`src/shared/ssm_pkg.sv`:
```
/*
  Shared constants for the spread-spectrum profile modulator: register
  offsets, field positions, reset values and widths.
  Assumes an APB bus with 32-bit data and word-aligned registers.
*/
package ssm_pkg;

  // ---------------------------------------------------------------
  // register map (byte addresses)
  // ---------------------------------------------------------------
  localparam logic [7:0] CTRL_OFFSET   = 8'h00;
  localparam logic [7:0] SAMPA_OFFSET  = 8'h04;
  localparam logic [7:0] SAMPB_OFFSET  = 8'h08;
  localparam logic [7:0] NFRAC_OFFSET  = 8'h0C;
  localparam logic [7:0] STATUS_OFFSET = 8'h10;

  // ---------------------------------------------------------------
  // control register fields
  // ---------------------------------------------------------------
  localparam int STEP_LSB   = 0;   // step_period_code [3:0]
  localparam int QUAD_LSB   = 4;   // samples_per_quadrant_code [6:4]
  localparam int OFS_LSB    = 8;   // profile_base_offset [13:8]
  localparam int DITHER_ENABLE_BIT   = 16;  // dither_enable
  localparam int DOUBLE_BIT = 17;  // amplitude_double

  // ---------------------------------------------------------------
  // reset values and sizes
  // ---------------------------------------------------------------
  localparam logic [31:0] CTRL_RESET  = 32'h0000_0000;
  localparam logic [31:0] SAMP_RESET  = 32'h0000_0000;
  localparam logic [31:0] NFRAC_RESET = 32'h0000_0000;
  localparam logic [15:0] LFSR_SEED   = 16'hACE1;
  localparam int          NUM_SAMPLES = 12;
  localparam int          SAMPLES_PER_SET = 6;
  localparam int          DELTA_W     = 4;
  localparam int          STEP_ADD    = 2;
  localparam int          OFS_MAX     = 63;

  // traversal quadrant
  typedef enum logic [1:0] {
    Q_RISE_HI, Q_FALL_HI, Q_FALL_LO, Q_RISE_LO
  } ssm_quad_type;

endpackage : ssm_pkg

```
`src/shared/ssm_cfg_if.sv`:
```
/*
  Configuration carrier between the register file and the profile
  engine. Assumes one clock domain; all fields are decoded from registered values.
*/
`timescale 1ns/100ps
`default_nettype none
interface ssm_cfg_if;
  logic [3:0]  step_code;
  logic [2:0]  quad_code;
  logic [5:0]  base_offset;
  logic        dither_enable;
  logic        amplitude_double;
  logic [47:0] profile_delta_samples;
  logic        running;
  logic [7:0]  profile_value;
  logic [3:0]  sample_index;

  modport regs   (output step_code, quad_code, base_offset, dither_enable,
                  amplitude_double, profile_delta_samples,
                  input running, profile_value, sample_index);
  modport engine (input step_code, quad_code, base_offset, dither_enable,
                  amplitude_double, profile_delta_samples,
                  output running, profile_value, sample_index);
endinterface : ssm_cfg_if
`default_nettype wire

```
`src/rtl/ssm_top.sv`:
```
/*
  Spread-spectrum profile modulator for a fractional PLL feedback
  divider, with an APB register slave.
  Assumes MCLK is the detector clock at 125 MHz and an APB master.
*/
`timescale 1ns/100ps
`default_nettype none
module ssm_top (
  // clock and reset
  input  wire logic        MCLK,
  input  wire logic        RST,
  // apb slave
  input  wire logic        PSEL,
  input  wire logic        PENABLE,
  input  wire logic        PWRITE,
  input  wire logic [7:0]  PADDR,
  input  wire logic [31:0] PWDATA,
  output logic [31:0]      PRDATA,
  output logic             PREADY,
  output logic             PSLVERR,
  // feedback divider
  output logic [15:0]      FB_FRACTION,
  output logic             FB_UPDATE
);

  logic [31:0] ctrl;
  logic [23:0] set_a;
  logic [23:0] set_b;
  logic [15:0] nfrac;
  logic [8:0]  mod_value;
  logic        mod_update;

  ssm_cfg_if cfg ();

  // ---------------------------------------------------------------
  // apb decode
  // ---------------------------------------------------------------
  wire access   = PSEL && PENABLE;
  wire hit_ctrl = (PADDR == ssm_pkg::CTRL_OFFSET);
  wire hit_a    = (PADDR == ssm_pkg::SAMPA_OFFSET);
  wire hit_b    = (PADDR == ssm_pkg::SAMPB_OFFSET);
  wire hit_n    = (PADDR == ssm_pkg::NFRAC_OFFSET);
  wire hit_st   = (PADDR == ssm_pkg::STATUS_OFFSET);
  wire mapped   = hit_ctrl | hit_a | hit_b | hit_n | hit_st;
  wire wr       = access && PWRITE && mapped;
  wire rd_setup = PSEL && !PENABLE && !PWRITE;

  assign PREADY  = 1'b1;                 // zero wait states
  assign PSLVERR = access && !mapped;    // unmapped access errors

  // status shows engine state
  wire [31:0] status_word = {15'h0000, cfg.running, 4'h0,
                             cfg.sample_index, cfg.profile_value};
  wire [31:0] read_mux =
      hit_ctrl ? ctrl :
      hit_a    ? {8'h00, set_a} :
      hit_b    ? {8'h00, set_b} :
      hit_n    ? {16'h0000, nfrac} :
      hit_st   ? status_word : 32'h0000_0000;

  // ---------------------------------------------------------------
  // registers
  // ---------------------------------------------------------------
  always_ff @(posedge MCLK or posedge RST) begin
    if (RST) begin
      ctrl   <= ssm_pkg::CTRL_RESET;
      set_a  <= ssm_pkg::SAMP_RESET[23:0];
      set_b  <= ssm_pkg::SAMP_RESET[23:0];
      nfrac  <= ssm_pkg::NFRAC_RESET[15:0];
      PRDATA <= 32'h0000_0000;
    end else begin
      if (wr && hit_ctrl) ctrl  <= PWDATA & 32'h0003_3F7F;
      if (wr && hit_a)    set_a <= PWDATA[23:0];
      if (wr && hit_b)    set_b <= PWDATA[23:0];
      if (wr && hit_n)    nfrac <= PWDATA[15:0];
      // load in the setup cycle so the word already stands in access
      if (rd_setup)       PRDATA <= read_mux;
    end
  end

  // ---------------------------------------------------------------
  // configuration fields to engine
  // ---------------------------------------------------------------
  assign cfg.step_code        = ctrl[ssm_pkg::STEP_LSB +: 4];
  // any code above six acts as six and gives twelve
  assign cfg.quad_code        = (ctrl[ssm_pkg::QUAD_LSB +: 3] > 3'd6) ?
                                3'd6 : ctrl[ssm_pkg::QUAD_LSB +: 3];
  assign cfg.base_offset      = ctrl[ssm_pkg::OFS_LSB +: 6];
  assign cfg.dither_enable    = ctrl[ssm_pkg::DITHER_ENABLE_BIT];
  assign cfg.amplitude_double = ctrl[ssm_pkg::DOUBLE_BIT];
  assign cfg.profile_delta_samples = {set_b, set_a};

  ssm_engine u_engine (
    .clk        (MCLK),
    .rst        (RST),
    .cfg        (cfg),
    .mod_value  (mod_value),
    .mod_update (mod_update)
  );

  // ---------------------------------------------------------------
  // feedback fraction: base fraction plus profile in fraction LSBs
  // ---------------------------------------------------------------
  always_ff @(posedge MCLK or posedge RST) begin
    if (RST) begin
      FB_FRACTION <= 16'h0000;
      FB_UPDATE   <= 1'b0;
    end else begin
      FB_FRACTION <= 16'(nfrac + {{7{mod_value[8]}}, mod_value});
      FB_UPDATE   <= mod_update;
    end
  end

endmodule : ssm_top
`default_nettype wire

```
`src/rtl/ssm_engine.sv`:
```
/*
  Profile engine: steps through delta samples, rebuilds the waveform,
  mirrors it into four quadrants and forms the modulator value.
  Assumes configuration is stable register output on the same clock.
*/
`timescale 1ns/100ps
`default_nettype none
module ssm_engine (
  // clock and reset
  input  wire logic    clk,
  input  wire logic    rst,
  // configuration and state
  ssm_cfg_if.engine    cfg,
  // modulator value out
  output logic [8:0]   mod_value,
  output logic         mod_update
);

  logic [4:0]  step_count;
  logic [3:0]  index;
  logic [7:0]  accum;
  logic [15:0] lfsr;
  ssm_pkg::ssm_quad_type quad;

  // ---------------------------------------------------------------
  // decode
  // ---------------------------------------------------------------
  wire        enabled    = (cfg.step_code != 4'h0);
  wire [4:0]  period     = 5'(cfg.step_code) + 5'(ssm_pkg::STEP_ADD);
  wire [3:0]  nsamples   = {cfg.quad_code, 1'b0};
  // five-bit count so that code 15 still reaches its period of 17
  wire        step_tick  = enabled && (step_count + 5'h01 >= period);
  wire        last_index = (index + 4'h1 >= nsamples);
  // accum holds the magnitude: it grows away from centre in the first
  // upper and the first lower quadrant, the sign comes from below
  wire        rising     = (quad == ssm_pkg::Q_RISE_HI) ||
                           (quad == ssm_pkg::Q_FALL_LO);
  // shrinking quadrants replay the same deltas in reverse order
  wire [3:0]  sel        = rising ? index : 4'(nsamples - 4'h1 - index);
  wire [3:0]  delta      = cfg.profile_delta_samples[4*sel +: 4];
  wire [7:0]  delta_ext  = {{4{delta[3]}}, delta};
  wire [7:0]  next_accum = rising ? 8'(accum + delta_ext)
                                  : 8'(accum - delta_ext);
  wire [7:0]  scaled     = cfg.amplitude_double ? {accum[6:0], 1'b0} : accum;
  wire        below      = (quad == ssm_pkg::Q_FALL_LO) ||
                           (quad == ssm_pkg::Q_RISE_LO);
  wire [8:0]  signed_amp = below ? 9'(-{1'b0, scaled}) : {1'b0, scaled};
  wire [8:0]  next_value = 9'(signed_amp + {3'b000, cfg.base_offset});

  // ---------------------------------------------------------------
  // step counter and quadrant walk
  // ---------------------------------------------------------------
  always_ff @(posedge clk or posedge rst) begin
    if (rst) begin
      step_count <= 5'h00;
      index      <= 4'h0;
      accum      <= 8'h00;
      quad       <= ssm_pkg::Q_RISE_HI;
    end else if (!enabled || nsamples == 4'h0) begin
      step_count <= 5'h00;
      index      <= 4'h0;
      accum      <= 8'h00;
      quad       <= ssm_pkg::Q_RISE_HI;
    end else if (step_tick) begin
      step_count <= 5'h00;
      accum      <= next_accum;
      index      <= last_index ? 4'h0 : 4'(index + 4'h1);
      if (last_index) begin
        case (quad)
          ssm_pkg::Q_RISE_HI: quad <= ssm_pkg::Q_FALL_HI;
          ssm_pkg::Q_FALL_HI: quad <= ssm_pkg::Q_FALL_LO;
          ssm_pkg::Q_FALL_LO: quad <= ssm_pkg::Q_RISE_LO;
          ssm_pkg::Q_RISE_LO: quad <= ssm_pkg::Q_RISE_HI;
          default:            quad <= ssm_pkg::Q_RISE_HI;
        endcase
      end
    end else begin
      step_count <= 5'(step_count + 5'h01);
    end
  end

  // ---------------------------------------------------------------
  // output value with optional dither
  // ---------------------------------------------------------------
  always_ff @(posedge clk or posedge rst) begin
    if (rst) begin
      lfsr       <= ssm_pkg::LFSR_SEED;
      mod_value  <= 9'h000;
      mod_update <= 1'b0;
    end else begin
      mod_update <= step_tick;
      if (step_tick) begin
        lfsr <= {lfsr[14:0], lfsr[15] ^ lfsr[13] ^ lfsr[12] ^ lfsr[10]};
        mod_value <= cfg.dither_enable ? {next_value[8:1], lfsr[0]}
                                       : next_value;
      end else if (!enabled) begin
        mod_value <= 9'h000;
      end
    end
  end

  assign cfg.running       = enabled;
  assign cfg.profile_value = scaled;
  assign cfg.sample_index  = index;

endmodule : ssm_engine
`default_nettype wire

```
`config.mk`:
```
export PLATFORM = sky130hd
export DESIGN_NAME = ssm_top
export DESIGN_NICKNAME = d
export VERILOG_FILES = /design/src/shared/ssm_pkg.sv /design/src/shared/ssm_cfg_if.sv /design/src/rtl/ssm_top.sv /design/src/rtl/ssm_engine.sv
export SDC_FILE = /design/constraint.sdc
export NUM_CORES = 1
export LEC_CHECK = 0
export BUFFER_PORTS_ARGS = -buffer_cell sky130_fd_sc_hd__buf_2
export CELL_PAD_IN_SITES_DETAIL_PLACEMENT = 0
export CELL_PAD_IN_SITES_GLOBAL_PLACEMENT = 1
export CORE_UTILIZATION = 40
export CTS_CLUSTER_DIAMETER = 150
export DETAILED_ROUTE_END_ITERATION = 16
export PLACE_DENSITY = 0.78
export SLEW_MARGIN = 0
export SYNTH_ARGS = -nofsm -noshare
export SYNTH_HDL_FRONTEND = slang
export SYNTH_SLANG_ARGS = --single-unit
```
`constraint.sdc`:
```
create_clock -name MCLK -period 6.8 [get_ports MCLK]
set_input_delay 1.36 -clock MCLK [delete_from_list [all_inputs] [get_ports MCLK]]
set_output_delay 1.36 -clock MCLK [all_outputs]
set_load 0.02 [all_outputs]
```
==> reports/qor.yml <==
crit_fanout: 14
final_util: 0.4600
drc: 0
power.static_leakage_nw: 5.165
portBuffers: 78
power.density_mw_per_mm2: 195.6
dr.pass1.iters: 4
synth_cell_types: 64
ant_nets: 0
cap_violations: 0
routabilityCongestion: 0.8246
hold_viol: 0
cts_resized: 0
synth_top_family_by_area: "multiplexers"
rows: 55
drt_iter0_drc: 503
n_fill_cell: 2110
fin_worst_skew_ns: 0.008456
die_h_um: 153.9
synth.area.top_cells: "dfrtp_1, mux2_2, ha_1"
synthCells: 847
finalMaxSlewViolations: 0
worstMarginPinSlew_ns: 1.184
ys_warn_count: 0
period_needed_ns: 5.330
fin_crit_sh: 0.7839
setup.worst_path.start: "ctrl[5]$_DFFE_PP0P_"
crit_end: "u_engine.accum[7]$_DFFE_PP0P_"
routed_wl_um: 23280
whs_ns: 0.3686
syn_area_per_cell_um2: 10.90
finalSetupTns_ns: 0
syn_to_final_growth_pct: 12.76
yosys.area.top_type: "dfrtp_1"
synth_xor_area_frac: 0.03509
arrival_ns: 5.64
r2r_setup_slack_ns: 1.47
insertion_delay_ns: 0.43
final_cell_mix: "dfrtp_1, nand2_1, mux2_2, buf_2, nor2_1"
cts_buffer_depth: 2
synth_compound_area_frac: 0.1149
r2r-end: "u_engine.accum[7]$_DFFE_PP0P_"
synthMuxAreaShare: 0.1756
final_common_cell: "dfrtp_1"
worstSetupPathType: "flip-flop to flip-flop"
ys_seq_elements: 165
synthSimpleGateAreaFrac: 0.1211
syn_area_mm2: 0.009235
synth_top_area_frac: 0.4254
cts-root-buf: "clkbuf_16"
ys_seq_area_frac: 0.4482
grt_max_degree: 73
synth-edff-count: 0
outcome: "complete, no violations"
cts_inserted_buffers: 17
setup.worst_path.end_class: "flip-flop"
synthAdderAreaFrac: 0.06964
place_area_mm2: 0.009876
clock.fmax_mhz: 187.6
reg2reg_depth: 20
antenna_found_initial: 0
fin_area_mm2: 0.01041
grt_pass1_vias: 6707
nNetsFinal: 1013
holdCritPathClass: "flip-flop to flip-flop"
dp_hpwl_um: 17140
antennaDiodeCount: 0
cts.sinks: 165
grt_overflow: 0
path_clk_slew_ns: 0.07
ios: 96
critical_path.startpoint_type: "flip-flop"
reg2reg_from: "ctrl[5]$_DFFE_PP0P_"
ys.flop_type: "dfrtp_1"
relSlewSlack: 0.2088
h-tree-depth: 4
peakVddDrop_uv: 144.9
route.vias.total: 6726
tritoncts: "built"
postCtsSetupRepairBufs: 0
wl_per_cell_um: 19.13
core_area_mm2: 0.02264
grt_pass1_wl_um: 37450
die_area_mm2: 0.02370
holdBufCountCts: 0
required_ns: 7.11
synthArstFlopShare: 1.000
die_x_um: 153.9
setup_viol_count_final: 0
grtUsageTotal: 0.2066
drive_gt1_frac: 0.2554
viasPerCell: 5.527
rsz0062_at_grt: "no"
start_util: 0.4079
cell usage after synthesis, types with 5 or more instances:
cell type / count
nor2b_1: 9
inv_1: 31
a22oi_1: 9
buf_4: 12
nand2b_1: 12
and3_1: 8
buf_1: 5
dfstp_2: 8
ha_1: 45
o31ai_1: 7
clkbuf_1: 16
dfrtp_1: 157
a22o_1: 5
a21oi_1: 37
nor3_1: 14
xnor2_1: 27
mux4_2: 22
nand3_1: 16
a21o_1: 13
buf_2: 7
a221oi_1: 7
mux2_2: 80
nand2_1: 101
xor2_1: 10
a211oi_1: 8
o21ai_0: 37
mux2i_1: 15
o21a_1: 7
nor2_1: 57
per-layer routing:
layer	wire length, um	up-vias	GRT usage
met5	0	-	0
met4	406	0	0.06429
met3	927	25	0.03636
met2	11510	138	0.3452
met1	10440	3389	0.2729
li1	-	3174	-
worst min-delay path by stage:
stage	end	depth (start not counted)	startpoint	slack (ns)
floorplan	FB_UPDATE$_DFF_PP0_	0	u_engine.mod_update$_DFF_PP0_	0.33
global placement	FB_UPDATE$_DFF_PP0_	0	u_engine.mod_update$_DFF_PP0_	0.34
detailed placement	FB_UPDATE$_DFF_PP0_	0	u_engine.mod_update$_DFF_PP0_	0.36
CTS	FB_UPDATE$_DFF_PP0_	0	u_engine.mod_update$_DFF_PP0_	0.38
global route	FB_UPDATE$_DFF_PP0_	0	u_engine.mod_update$_DFF_PP0_	0.39
finish	FB_UPDATE$_DFF_PP0_	0	u_engine.mod_update$_DFF_PP0_	0.37
layout make-up:
class                      count  area, um2  area share
multi-input combinational    618       4808      0.4617
sequential                   165       4139      0.3975
timing repair buffer          86      450.4     0.04325
clock buffer                  20      446.7     0.04289
tap                          285      356.6     0.03424
inverter                      31      121.4     0.01165
clock inverter                12      91.34    0.008771
registers in the layout, summed over array words and instances, names as in the netlist:
register and cells:
FB_FRACTION 16, FB_UPDATE 1, PRDATA 24, ctrl 15
nfrac 16, set_a 24, set_b 24, u_engine.accum 8
u_engine.cfg.sample_index 4, u_engine.lfsr 16, u_engine.mod_update 1, u_engine.mod_value 9
u_engine.quad 2, u_engine.step_count 5
power by group:
part,total [W],leakage (nW),switching (W),internal (W)
Combinational,0.000118,2.65,0.0000788,0.0000392
Sequential,0.00101,2.25,0.0000124,0.000997
Clock,0.000910,0.262,0.000428,0.000483
Total,0.00204,5.17,0.000519,0.00152
cells by family (layout without fill, tap and decap cells):
group | after synthesis | count (layout)
and+or+nand+nor | 243 | 243
DFF | 165 | 165
AOI/OAI and AO/OA | 160 | 160
muxes | 120 | 120
buffers and inverters | 71 | 149
adders and majority gates | 49 | 49
xor gates and xnor gates | 37 | 37
other | 2 | 9
worst max-delay path, cell delays in order, from the launching register on:
cell	delay, ns
dfrtp_1	0.49
inv_1	0.09
o21ai_0	0.24
nor2_1	0.09
fa_1	0.48
mux2i_4	0.56
mux4_2	0.58
mux2i_1	0.31
o21ai_0	0.19
nor2_1	0.17
nand2_1	0.09
ha_1	0.28
a21oi_1	0.16
ha_1	0.30
a21o_1	0.20
nand2_1	0.08
nand3_1	0.14
a211o_1	0.34
o211ai_1	0.21
nor3_2	0.09
mux2i_1	0.12
through the flow:
stage / instances / worst slack (ns) / power, W
finish: 1217 / 1.470 / 0.002037
detailed placement: 1185 / 1.536 / 0.001147
floorplan: 854 / 0.9916 / 0.001102
global placement: 1185 / 1.589 / 0.001146
CTS: 1217 / 1.499 / 0.002051
global route: 1217 / 1.160 / 0.002105
(Power assumes the default switching activity.)
